### config.mk
export PLATFORM = sky130hd
export DESIGN_NAME = dtc_unit
export DESIGN_NICKNAME = d
export VERILOG_FILES = /design/src/dtc_pkg.sv /design/src/dtc_unit.sv
export SDC_FILE = /design/constraint.sdc
export NUM_CORES = 2
export LEC_CHECK = 0
export BUFFER_PORTS_ARGS = -buffer_cell sky130_fd_sc_hd__buf_2
export CORE_AREA = 4 4 323 325
export DETAILED_ROUTE_END_ITERATION = 7
export DIE_AREA = 0 0 327 329
export GPL_TIMING_DRIVEN = 0
export PLACE_DENSITY = 0.61
export SYNTH_ARGS = -nofsm -noshare
export SYNTH_HDL_FRONTEND = slang
export SYNTH_SLANG_ARGS = --single-unit
### constraint.sdc
create_clock -name mclk_i -period 24.9 [get_ports mclk_i]
set_input_delay 3.735 -clock mclk_i [delete_from_list [all_inputs] [get_ports mclk_i]]
set_output_delay 3.735 -clock mclk_i [all_outputs]
set_load 0.005 [all_outputs]
### src/dtc_pkg.sv
// Constants and types for the dual time base capture/compare unit
`default_nettype none
package dtc_pkg;
  localparam int NCH   = 16;
  localparam int IRQ_W = 18;
  // ----------------------------------------
  // Register byte offsets
  // ----------------------------------------
  localparam logic [7:0] OFF_TCFG0 = 8'h00;
  localparam logic [7:0] OFF_TCFG1 = 8'h04;
  localparam logic [7:0] OFF_TVAL0 = 8'h08;
  localparam logic [7:0] OFF_TVAL1 = 8'h0C;
  localparam logic [7:0] OFF_REL0  = 8'h10;
  localparam logic [7:0] OFF_REL1  = 8'h14;
  localparam logic [7:0] OFF_GCTL  = 8'h18;
  localparam logic [7:0] OFF_ISTAT = 8'h1C;
  localparam logic [7:0] OFF_ICLR  = 8'h20;
  localparam logic [7:0] OFF_IEN   = 8'h24;
  localparam logic [7:0] OFF_CFG   = 8'h40;
  localparam logic [7:0] OFF_VAL   = 8'h80;
  localparam logic [7:0] OFF_END   = 8'hC0;
  localparam int IRQ_OVF_POS = 16;
  // ----------------------------------------
  // Modes and layouts
  // ----------------------------------------
  typedef enum logic [2:0] {
    DTC_OFF  = 3'b000,
    DTC_CAP  = 3'b001,
    DTC_CMP0 = 3'b010,
    DTC_CMP1 = 3'b011,
    DTC_CMP2 = 3'b100,
    DTC_CMP3 = 3'b101
  } dtc_mode_e;
  typedef enum logic [1:0] {
    DTC_SRC_PSC = 2'b00,
    DTC_SRC_AUX = 2'b01,
    DTC_SRC_EXT = 2'b10
  } dtc_src_e;
  // Bits [7:0]: sev, dbl, edg[1:0], mode[2:0], tsel
  typedef struct packed {
    logic      sev;
    logic      dbl;
    logic [1:0] edg;
    dtc_mode_e mode;
    logic      tsel;
  } dtc_chcfg_s;
  // Bits [6:0]: psc exponent[3:0], src[1:0], run
  typedef struct packed {
    logic [3:0] psc;
    dtc_src_e   src;
    logic       run;
  } dtc_tcfg_s;
  localparam dtc_chcfg_s CHCFG_RST = 8'h00;
  localparam dtc_tcfg_s  TCFG_RST  = 7'h00;
  localparam logic [15:0] TMR_RST  = 16'h0000;
  localparam logic [15:0] TMR_TOP  = 16'hFFFF;
  localparam logic [1:0] RESP_OKAY   = 2'b00;
  localparam logic [1:0] RESP_SLVERR = 2'b10;
endpackage : dtc_pkg
`default_nettype wire

### src/dtc_unit.sv
// Dual time base capture/compare unit with AXI4-Lite registers
`timescale 1ns/1ps
`default_nettype none
module dtc_unit (
  input  wire logic        mclk_i,          // System clock
  input  wire logic        rst_i,           // Async reset, high
  input  wire logic [7:0]  s_axi_awaddr_i,  // Write address
  input  wire logic        s_axi_awvalid_i, // Write address valid
  output logic             s_axi_awready_o, // Write address ready
  input  wire logic [31:0] s_axi_wdata_i,   // Write data
  input  wire logic [3:0]  s_axi_wstrb_i,   // Byte enables
  input  wire logic        s_axi_wvalid_i,  // Write data valid
  output logic             s_axi_wready_o,  // Write data ready
  output logic [1:0]       s_axi_bresp_o,   // Write response
  output logic             s_axi_bvalid_o,  // Write response valid
  input  wire logic        s_axi_bready_i,  // Write response ready
  input  wire logic [7:0]  s_axi_araddr_i,  // Read address
  input  wire logic        s_axi_arvalid_i, // Read address valid
  output logic             s_axi_arready_o, // Read address ready
  output logic [31:0]      s_axi_rdata_o,   // Read data
  output logic [1:0]       s_axi_rresp_o,   // Read response
  output logic             s_axi_rvalid_o,  // Read data valid
  input  wire logic        s_axi_rready_i,  // Read data ready
  input  wire logic [15:0] pin_i,           // Channel pins in
  output logic [15:0]      pin_o,           // Channel pins out
  output logic [15:0]      pin_oe_o,        // Channel pin drive
  input  wire logic        auxiliary_timer_overflow_source_i, // Aux timer event
  input  wire logic [1:0]  ext_cnt_i,       // Count pins per timer
  output logic             irq_o            // Interrupt level
);
  // ----------------------------------------
  // Helpers
  // ----------------------------------------
  function automatic logic [31:0] merge(input logic [31:0] o, input logic [31:0] n,
                                        input logic [3:0] s);
    logic [31:0] r;
    r = o;
    for (int b = 0; b < 4; b++) begin
      if (s[b]) r[b*8 +: 8] = n[b*8 +: 8];
    end
    return r;
  endfunction : merge

  function automatic logic mapped(input logic [7:0] a);
    return (a[1:0] == 2'b00) && (a <= dtc_pkg::OFF_IEN || (a >= dtc_pkg::OFF_CFG && a < dtc_pkg::OFF_END));
  endfunction : mapped

  function automatic logic psc_hit(input logic [10:0] c, input logic [3:0] e);
    logic [10:0] m;
    m = 11'((12'h001 << e) - 12'h001);
    return (c & m) == m;
  endfunction : psc_hit

  // ----------------------------------------
  // State
  // ----------------------------------------
  dtc_pkg::dtc_tcfg_s  tcfg_reg [2];
  dtc_pkg::dtc_chcfg_s cfg_reg  [dtc_pkg::NCH];
  logic [15:0]         tmr_reg  [2];
  logic [15:0]         rel_reg  [2];
  logic [15:0]         val_reg  [dtc_pkg::NCH];
  logic                stag_reg;
  logic [10:0]         psc_reg;
  logic [17:0]         ist_reg, ien_reg;
  logic [15:0]         pin_reg, oe_reg, hit_reg, sevd_reg;
  logic [15:0]         s1_reg, s2_reg, s3_reg;
  logic [1:0]          e1_reg, e2_reg, e3_reg;
  logic [1:0]          tickq_reg, ovfq_reg;
  logic                irq_reg, bvalid_reg, rvalid_reg;
  logic [1:0]          bresp_reg, rresp_reg;
  logic [31:0]         rdata_reg;
  logic [1:0]          tick, ovf, ext_rise, wt;
  logic [15:0]         cap, cmp, tog, set3, clr3, match, wcfg, wval;
  logic                wr_go, rd_go;
  logic [31:0]         rd_data;
  logic [3:0]          wi, ri;

  // ----------------------------------------
  // AXI4-Lite slave
  // ----------------------------------------
  // Both write channels taken together; one transfer at a time
  assign wr_go           = s_axi_awvalid_i & s_axi_wvalid_i & ~bvalid_reg;
  assign s_axi_awready_o = wr_go;
  assign s_axi_wready_o  = wr_go;
  assign rd_go           = s_axi_arvalid_i & ~rvalid_reg;
  assign s_axi_arready_o = rd_go;
  assign s_axi_bvalid_o  = bvalid_reg;
  assign s_axi_bresp_o   = bresp_reg;
  assign s_axi_rvalid_o  = rvalid_reg;
  assign s_axi_rresp_o   = rresp_reg;
  assign s_axi_rdata_o   = rdata_reg;
  assign wi              = s_axi_awaddr_i[5:2];
  assign ri              = s_axi_araddr_i[5:2];
  assign wt[0]           = wr_go && s_axi_awaddr_i == dtc_pkg::OFF_TVAL0;
  assign wt[1]           = wr_go && s_axi_awaddr_i == dtc_pkg::OFF_TVAL1;

  always_comb begin
    for (int n = 0; n < dtc_pkg::NCH; n++) begin
      wcfg[n] = wr_go && s_axi_awaddr_i == (dtc_pkg::OFF_CFG + 8'(n * 4));
      wval[n] = wr_go && s_axi_awaddr_i == (dtc_pkg::OFF_VAL + 8'(n * 4));
    end
  end

  // Write response
  always_ff @(posedge mclk_i or posedge rst_i) begin
    if (rst_i) begin
      bvalid_reg <= 1'b0;
      bresp_reg  <= dtc_pkg::RESP_OKAY;
    end else if (wr_go) begin
      bvalid_reg <= 1'b1;
      bresp_reg  <= mapped(s_axi_awaddr_i) ? dtc_pkg::RESP_OKAY : dtc_pkg::RESP_SLVERR;
    end else if (s_axi_bready_i) begin
      bvalid_reg <= 1'b0;
    end
  end

  // Read mux; unmapped reads get an error and return zero except misaligned ones in 0x40-0xBF
  always_comb begin
    rd_data = 32'h0000_0000;
    case (s_axi_araddr_i[7:6])
      2'b01:   rd_data = {24'h000000, cfg_reg[ri]};
      2'b10:   rd_data = {16'h0000, val_reg[ri]};
      2'b00: begin
        case (s_axi_araddr_i)
          dtc_pkg::OFF_TCFG0: rd_data = {25'h0000000, tcfg_reg[0]};
          dtc_pkg::OFF_TCFG1: rd_data = {25'h0000000, tcfg_reg[1]};
          dtc_pkg::OFF_TVAL0: rd_data = {16'h0000, tmr_reg[0]};
          dtc_pkg::OFF_TVAL1: rd_data = {16'h0000, tmr_reg[1]};
          dtc_pkg::OFF_REL0:  rd_data = {16'h0000, rel_reg[0]};
          dtc_pkg::OFF_REL1:  rd_data = {16'h0000, rel_reg[1]};
          dtc_pkg::OFF_GCTL:  rd_data = {31'h00000000, stag_reg};
          dtc_pkg::OFF_ISTAT: rd_data = {14'h0000, ist_reg};
          dtc_pkg::OFF_IEN:   rd_data = {14'h0000, ien_reg};
          default:            rd_data = 32'h0000_0000;
        endcase
      end
      default: rd_data = 32'h0000_0000;
    endcase
  end

  always_ff @(posedge mclk_i or posedge rst_i) begin
    if (rst_i) begin
      rvalid_reg <= 1'b0;
      rresp_reg  <= dtc_pkg::RESP_OKAY;
      rdata_reg  <= 32'h0000_0000;
    end else if (rd_go) begin
      rvalid_reg <= 1'b1;
      rresp_reg  <= mapped(s_axi_araddr_i) ? dtc_pkg::RESP_OKAY : dtc_pkg::RESP_SLVERR;
      rdata_reg  <= rd_data;
    end else if (s_axi_rready_i) begin
      rvalid_reg <= 1'b0;
    end
  end

  // Timer setup and global registers
  always_ff @(posedge mclk_i or posedge rst_i) begin
    if (rst_i) begin
      tcfg_reg[0] <= dtc_pkg::TCFG_RST;
      tcfg_reg[1] <= dtc_pkg::TCFG_RST;
      rel_reg[0]  <= dtc_pkg::TMR_RST;
      rel_reg[1]  <= dtc_pkg::TMR_RST;
      stag_reg    <= 1'b0;
      ien_reg     <= 18'h00000;
    end else if (wr_go) begin
      case (s_axi_awaddr_i)
        dtc_pkg::OFF_TCFG0: tcfg_reg[0] <= 7'(merge(32'(tcfg_reg[0]), s_axi_wdata_i, s_axi_wstrb_i));
        dtc_pkg::OFF_TCFG1: tcfg_reg[1] <= 7'(merge(32'(tcfg_reg[1]), s_axi_wdata_i, s_axi_wstrb_i));
        dtc_pkg::OFF_REL0:  rel_reg[0] <= 16'(merge(32'(rel_reg[0]), s_axi_wdata_i, s_axi_wstrb_i));
        dtc_pkg::OFF_REL1:  rel_reg[1] <= 16'(merge(32'(rel_reg[1]), s_axi_wdata_i, s_axi_wstrb_i));
        dtc_pkg::OFF_GCTL:  stag_reg <= s_axi_wstrb_i[0] ? s_axi_wdata_i[0] : stag_reg;
        dtc_pkg::OFF_IEN:   ien_reg <= 18'(merge(32'(ien_reg), s_axi_wdata_i, s_axi_wstrb_i));
        default: ;
      endcase
    end
  end

  // ----------------------------------------
  // Pin synchronisers
  // ----------------------------------------
  // Edge counts when stage two holds the new level and stage three still the old one
  always_ff @(posedge mclk_i or posedge rst_i) begin
    if (rst_i) begin
      s1_reg <= 16'h0000;
      s2_reg <= 16'h0000;
      s3_reg <= 16'h0000;
      e1_reg <= 2'b00;
      e2_reg <= 2'b00;
      e3_reg <= 2'b00;
    end else begin
      s1_reg <= pin_i;
      s2_reg <= s1_reg;
      s3_reg <= s2_reg;
      e1_reg <= ext_cnt_i;
      e2_reg <= e1_reg;
      e3_reg <= e2_reg;
    end
  end
  assign ext_rise = e2_reg & ~e3_reg;

  // ----------------------------------------
  // Time bases
  // ----------------------------------------
  // Free prescaler; staggered mode adds 3 to the exponent, a divide by eight for exponents 0 to 8
  always_ff @(posedge mclk_i or posedge rst_i) begin
    if (rst_i) psc_reg <= 11'h000;
    else       psc_reg <= psc_reg + 11'h001;
  end

  always_comb begin
    for (int t = 0; t < 2; t++) begin
      case (tcfg_reg[t].src)
        dtc_pkg::DTC_SRC_PSC: tick[t] = psc_hit(psc_reg, tcfg_reg[t].psc + (stag_reg ? 4'h3 : 4'h0));
        dtc_pkg::DTC_SRC_AUX: tick[t] = auxiliary_timer_overflow_source_i;
        dtc_pkg::DTC_SRC_EXT: tick[t] = ext_rise[t];
        default:              tick[t] = 1'b0;
      endcase
      tick[t] = tick[t] & tcfg_reg[t].run;
      ovf[t]  = tick[t] && tmr_reg[t] == dtc_pkg::TMR_TOP;
    end
  end

  // Count up; reload at overflow; software write wins over a tick
  always_ff @(posedge mclk_i or posedge rst_i) begin
    if (rst_i) begin
      tmr_reg[0] <= dtc_pkg::TMR_RST;
      tmr_reg[1] <= dtc_pkg::TMR_RST;
      tickq_reg  <= 2'b00;
      ovfq_reg   <= 2'b00;
    end else begin
      for (int t = 0; t < 2; t++) begin
        if (wt[t]) tmr_reg[t] <= 16'(merge(32'(tmr_reg[t]), s_axi_wdata_i, s_axi_wstrb_i));
        else if (ovf[t]) tmr_reg[t] <= rel_reg[t];
        else if (tick[t]) tmr_reg[t] <= tmr_reg[t] + 16'h0001;
      end
      tickq_reg <= tick & ~wt;
      ovfq_reg  <= ovf & ~wt;
    end
  end

  // ----------------------------------------
  // Channel events
  // ----------------------------------------
  // Compare runs one cycle after each count, against the new count
  always_comb begin
    for (int n = 0; n < dtc_pkg::NCH; n++) begin
      automatic logic t = cfg_reg[n].tsel;
      automatic dtc_pkg::dtc_mode_e m = cfg_reg[n].mode;
      automatic logic once = (m == dtc_pkg::DTC_CMP2) || (m == dtc_pkg::DTC_CMP3);
      match[n] = tickq_reg[t] && tmr_reg[t] == val_reg[n];
      cmp[n]   = match[n] && m >= dtc_pkg::DTC_CMP0 && m <= dtc_pkg::DTC_CMP3
                 && !(once && hit_reg[n]) && !(cfg_reg[n].sev && sevd_reg[n]);
      cap[n]   = m == dtc_pkg::DTC_CAP && ((cfg_reg[n].edg[0] && s2_reg[n] && !s3_reg[n])
                 || (cfg_reg[n].edg[1] && !s2_reg[n] && s3_reg[n]));
      set3[n]  = cmp[n] && m == dtc_pkg::DTC_CMP3;
      clr3[n]  = ovfq_reg[t] && m == dtc_pkg::DTC_CMP3;
    end
    // Double pair: own matches outside mode 3 and partner matches each toggle the lower pin once
    for (int n = 0; n < dtc_pkg::NCH; n++) begin
      tog[n] = cmp[n] && cfg_reg[n].mode == dtc_pkg::DTC_CMP1;
      if (n < 8 && cfg_reg[n].dbl) tog[n] = (cmp[n] && !set3[n]) ^ cmp[(n + 8) % 16];
    end
  end

  // Channel setup; writing it also rearms a spent single event
  always_ff @(posedge mclk_i or posedge rst_i) begin
    if (rst_i) begin
      for (int n = 0; n < dtc_pkg::NCH; n++) cfg_reg[n] <= dtc_pkg::CHCFG_RST;
    end else begin
      for (int n = 0; n < dtc_pkg::NCH; n++) begin
        if (wcfg[n] && s_axi_wstrb_i[0]) cfg_reg[n] <= s_axi_wdata_i[7:0];
      end
    end
  end

  // Capture beats a software write in the same cycle
  always_ff @(posedge mclk_i or posedge rst_i) begin
    if (rst_i) begin
      for (int n = 0; n < dtc_pkg::NCH; n++) val_reg[n] <= dtc_pkg::TMR_RST;
    end else begin
      for (int n = 0; n < dtc_pkg::NCH; n++) begin
        if (cap[n]) val_reg[n] <= tmr_reg[cfg_reg[n].tsel];
        else if (wval[n]) val_reg[n] <= 16'(merge(32'(val_reg[n]), s_axi_wdata_i, s_axi_wstrb_i));
      end
    end
  end

  // Period and single event memory; a new event wins over its clear
  always_ff @(posedge mclk_i or posedge rst_i) begin
    if (rst_i) begin
      hit_reg  <= 16'h0000;
      sevd_reg <= 16'h0000;
    end else begin
      for (int n = 0; n < dtc_pkg::NCH; n++) begin
        hit_reg[n]  <= cmp[n] | (hit_reg[n] & ~ovfq_reg[cfg_reg[n].tsel]);
        sevd_reg[n] <= (cmp[n] & cfg_reg[n].sev) | (sevd_reg[n] & ~wcfg[n]);
      end
    end
  end

  // Pin drive; only mode 1, mode 3 and lower double channels drive their pins
  always_ff @(posedge mclk_i or posedge rst_i) begin
    if (rst_i) begin
      pin_reg <= 16'h0000;
      oe_reg  <= 16'h0000;
    end else begin
      for (int n = 0; n < dtc_pkg::NCH; n++) begin
        if (set3[n]) pin_reg[n] <= 1'b1;
        else if (clr3[n]) pin_reg[n] <= 1'b0;
        else pin_reg[n] <= pin_reg[n] ^ tog[n];
        oe_reg[n] <= cfg_reg[n].mode == dtc_pkg::DTC_CMP1 || cfg_reg[n].mode == dtc_pkg::DTC_CMP3
                     || (n < 8 && cfg_reg[n].dbl);
        // Upper partner of a pair; the modulo keeps the index in range
        if (n >= 8 && cfg_reg[(n + 8) % 16].dbl) oe_reg[n] <= 1'b0;
      end
    end
  end
  assign pin_o    = pin_reg;
  assign pin_oe_o = oe_reg;

  // ----------------------------------------
  // Interrupts
  // ----------------------------------------
  // Sticky status; a set in the clear cycle is kept
  always_ff @(posedge mclk_i or posedge rst_i) begin
    if (rst_i) begin
      ist_reg <= 18'h00000;
      irq_reg <= 1'b0;
    end else begin
      ist_reg <= (ist_reg & ~((wr_go && s_axi_awaddr_i == dtc_pkg::OFF_ICLR) ? s_axi_wdata_i[17:0] : 18'h00000))
                 | {ovfq_reg, cap | cmp};
      irq_reg <= |(ist_reg & ien_reg);
    end
  end
  assign irq_o = irq_reg;

  // ----------------------------------------
  // Assertions
  // ----------------------------------------
  a_tmr_reload: assert property (@(posedge mclk_i) disable iff (rst_i)
    ovf[0] && !wt[0] |=> tmr_reg[0] == $past(rel_reg[0]) && ovfq_reg[0]) else $error("no reload");
  a_tmr_count: assert property (@(posedge mclk_i) disable iff (rst_i)
    tick[0] && !ovf[0] && !wt[0] |=> tmr_reg[0] == $past(tmr_reg[0]) + 16'h0001) else $error("bad count");
  a_stag_step: assert property (@(posedge mclk_i) disable iff (rst_i)
    stag_reg && tick[0] && tcfg_reg[0].src == dtc_pkg::DTC_SRC_PSC |-> psc_reg[2:0] == 3'h7) else $error("stagger");
  // Channel 2 carries the capture checks and later the mode 2 checks
  a_cap_value: assert property (@(posedge mclk_i) disable iff (rst_i)
    cap[2] |=> val_reg[2] == $past(tmr_reg[cfg_reg[2].tsel])) else $error("capture value");
  a_cap_irq: assert property (@(posedge mclk_i) disable iff (rst_i)
    cap[2] |=> ist_reg[2] ##1 (irq_reg || !ien_reg[2])) else $error("capture irq");
  a_irq_level: assert property (@(posedge mclk_i) disable iff (rst_i)
    ##1 irq_o == |($past(ist_reg) & $past(ien_reg))) else $error("irq level");
  a_cmp0_quiet: assert property (@(posedge mclk_i) disable iff (rst_i)
    cmp[4] && cfg_reg[4].mode == dtc_pkg::DTC_CMP0 && !cfg_reg[4].dbl |=> !pin_oe_o[4] && ist_reg[4])
    else $error("mode 0 pin");
  a_cmp1_toggle: assert property (@(posedge mclk_i) disable iff (rst_i)
    cmp[0] && cfg_reg[0].mode == dtc_pkg::DTC_CMP1 && !cfg_reg[0].dbl |=> pin_o[0] != $past(pin_o[0]))
    else $error("no toggle");
  a_cmp3_pin: assert property (@(posedge mclk_i) disable iff (rst_i)
    set3[1] |=> pin_o[1] ##0 hit_reg[1]) else $error("mode 3 set");
  a_cmp2_once: assert property (@(posedge mclk_i) disable iff (rst_i)
    cmp[2] && cfg_reg[2].mode == dtc_pkg::DTC_CMP2 |=> hit_reg[2] && !cmp[2]) else $error("twice");
  a_sev_once: assert property (@(posedge mclk_i) disable iff (rst_i)
    cmp[3] && cfg_reg[3].sev && !wcfg[3] |=> sevd_reg[3] && !cmp[3]) else $error("single event");
  a_dbl_toggle: assert property (@(posedge mclk_i) disable iff (rst_i)
    cmp[8] && !cmp[0] && cfg_reg[0].dbl && cfg_reg[0].mode != dtc_pkg::DTC_CMP3 |=> pin_o[0] != $past(pin_o[0]))
    else $error("double");
  c_capture: cover property (@(posedge mclk_i) disable iff (rst_i) cap[2]);
  c_mode0:   cover property (@(posedge mclk_i) disable iff (rst_i) cmp[4] && cfg_reg[4].mode == dtc_pkg::DTC_CMP0);
  c_mode3:   cover property (@(posedge mclk_i) disable iff (rst_i) set3[1] ##[1:300] clr3[1]);
  c_double:  cover property (@(posedge mclk_i) disable iff (rst_i) cmp[8] && cfg_reg[0].dbl);
  c_irq:     cover property (@(posedge mclk_i) disable iff (rst_i) irq_o);
endmodule : dtc_unit
`default_nettype wire

==> run metrics <==
total track usage 34.1%; Clock Tree Buf Depth 3; first-pass GRT wire length 258 mm; Final Instance Area 45500 µm²; PortBufs 110; remaining antenna violation count 0; io pins 152; crit-path max cell delay 0.36 ns; delay-heaviest family, CP buffers and inverters; Die X 327 µm; largest net degree at the start of global routing 122; sequential fraction of the synthesis area 40.7%; Fin. Hold Viols 0; H-tree Lvls 3; Final Setup Violations 0; worst-skew pair later-pin latency 0.66 ns; Post-Place Cell Area 42900 µm²; Worst VDD drop 0.0614 mV; vias in the first global route 32400; fin cells 5532; CTS buffer count 78; clk sinks 655; #FFs+latches synth 655; hold-fix buffers at CTS 0; Syn Inst Count 3876; CP arrival 4.55 ns; clock slew at reported path FFs 0.06 ns; Routed wire per std cell 33.9 µm; Tightest Pin Transition 1.55 ns; skew final 0.0284 ns; drt first pass iters 6; status complete, but fails checks; most common cell after layout, fill and taps aside dfrtp_1; Crit. End Element primary output; library cells used by synthesis 90; Vias per Instance 6.21; Die Area 108000 µm²; FFs w/ async S/R, synth 100%; FF-to-FF Start stag_reg$_DFFE_PP0P_; ys flop type dfrtp_1; Fin Hold WS 0.344 ns; DRT Wirelength 188 mm; Max Used Layer met4; fillers 9753; vias 34400; CP max stage cell clkbuf_1; CP Cell Sequence buf_2 > nand2_1 > clkbuf_1 > inv_1 > buf_2; Area Growth Syn to Fin 13.2%; Post-CTS Setup Inserts 0; WP buf/inv 4; syn avg cell area 10.4 µm²; power per cell area 61.8 nW/µm²; cell mode on critical path buf_2; met1 wire length 76.7 mm; most frequent cells in the layout dfrtp_1, nand2_1, mux2_2; Setup Crit Path Kind input port to primary output; final setup margin 16.61 ns; hold path startpoint s1_reg[9]$_DFF_PP0_; Tmin final 8.29 ns; Rows 117; multi-input logic area 22400 µm²; max cap viols 2; Max Fclk 121 MHz; TritonCTS clock tree yes; Worst Path Required 21.16 ns; Post-Place Worst Slack 16.60 ns; Root Buffer clkbuf_16; LEAKAGE 18.9 nW; synthesized area 40200 µm²; Resize count post-CTS 0; dpl cells 5387; RSZ-0062 raised after global routing false; crit path launch type input port; crit path from s_axi_arvalid_i; crit-path max FO 10; DRC errors left 0; met2 routed WL 78.6 mm; met3 routed WL 18.5 mm; initial antenna violation count 8; Initial Utilization 39.7%; total global routing overflow 0; Final #Nets 4195; Final Cycle Share 33.3%; number of flip-flops in the largest register 256; Min-Delay Path Class flop to flop; YS warnings 0; relative slew slack -4.53%; Post-synth EDFFs 0; Placer Congestion 1.05; die height 329 µm; Final Max Slew Viols 2; violated checks capacitance limit, slew limit; layout cells sized above 1 21.0%; Core Region 101000 µm²; initial DRC count 4708; DPL Wire Length 145 mm; area taken by flip-flops and latches 16400 µm²
==> per-layer routing <==
layer | vias up | track usage (%)
li1 | 14400 | -
met1 | 17400 | 46.6
met2 | 2105 | 49.1
met3 | 443 | 7.69
met4 | 0 | 21.6
met5 | - | 0
==> final cells by class <==
type	count	share of cell area, %
Multi-Input combinational cell	2865	49.2
Sequential cell	655	36.0
Clock buffer	117	5.23
Tap cell	1368	3.76
Buffer	322	3.15
Timing Repair Buffer	128	1.77
Clock inverter	20	0.437
Inverter	49	0.420
Antenna cell	8	0.0440
==> Yosys cell counts, types with 11 or more instances <==
cell type / count / area share (%)
nor3_1: 46 / 0.57
nand2_1: 365 / 3.4
and2_1: 25 / 0.39
a21oi_1: 257 / 3.2
nand2b_1: 17 / 0.26
buf_4: 20 / 0.37
buf_2: 57 / 0.71
nor4_1: 65 / 1.0
xnor2_1: 246 / 5.4
dfrtp_1: 655 / 41
a21o_1: 21 / 0.39
o22a_1: 19 / 0.41
nor2b_1: 84 / 1.3
nand4_1: 16 / 0.25
a22oi_1: 33 / 0.62
o2111ai_1: 18 / 0.39
mux4_2: 121 / 6.8
or3_1: 11 / 0.17
nor2_1: 233 / 2.2
o21ai_0: 181 / 2.3
mux2_2: 354 / 9.9
a211o_1: 16 / 0.35
a221oi_1: 12 / 0.26
clkbuf_1: 217 / 2.0
a31oi_1: 19 / 0.30
a22o_1: 22 / 0.48
inv_1: 47 / 0.44
o21ai_1: 13 / 0.16
nand3_1: 46 / 0.57
ha_1: 16 / 0.50
and3_1: 26 / 0.40
buf_1: 17 / 0.16
nor3b_1: 12 / 0.22
a211oi_1: 66 / 1.2
xor2_1: 56 / 1.2
mux2i_1: 310 / 7.7
==> kinds of logic (layout without fill, tap and decap cells) <==
logic type | count (synthesis) | count (layout) | share of synthesized area (%)
AOI/OAI and AO/OA | 756 | 756 | 11.9
xor gates and xnor gates | 305 | 305 | 6.70
adders and majority gates | 18 | 18 | 0.597
buffers and inverters | 371 | 636 | 4.01
DFF | 655 | 655 | 40.7
muxes | 786 | 786 | 24.4
other | 1 | 24 | 0.00932
and+or+nand+nor | 984 | 984 | 11.6
==> final timing paths <==
check	end	slack (ns)	depth (start not counted)
min in group asynchronous	s2_reg[3]$_DFF_PP0_	3.18	2
hold / removal	s2_reg[9]$_DFF_PP0_	0.34	0
setup / recovery	s_axi_arready_o	16.61	5
hold reg to reg	s2_reg[9]$_DFF_PP0_	0.34	0
max in group asynchronous	e2_reg[1]$_DFF_PP0_	19.87	5
setup reg to reg	tmr_reg[5]$_DFFE_PP0P_	19.76	18
==> power by group <==
part | leakage [nW] | switching, W | internal, W
Combinational | 8.80 | 0.000356 | 0.000144
Sequential | 8.85 | 0.0000337 | 0.00109
Clock | 1.28 | 0.000501 | 0.000691
Total | 18.9 | 0.000891 | 0.00192
==> per-stage QoR <==
stage	total power, W	utilization [%]	setup TNS, ns
after floorplan	0.00140	-	0
after global placement	0.00161	41.9	-4009.78
after detailed placement	0.00162	42.3	0
after CTS	0.00280	44.8	0
after global routing	0.00287	44.9	0
final	0.00281	44.9	0
Power figures use the tool's default switching activity.
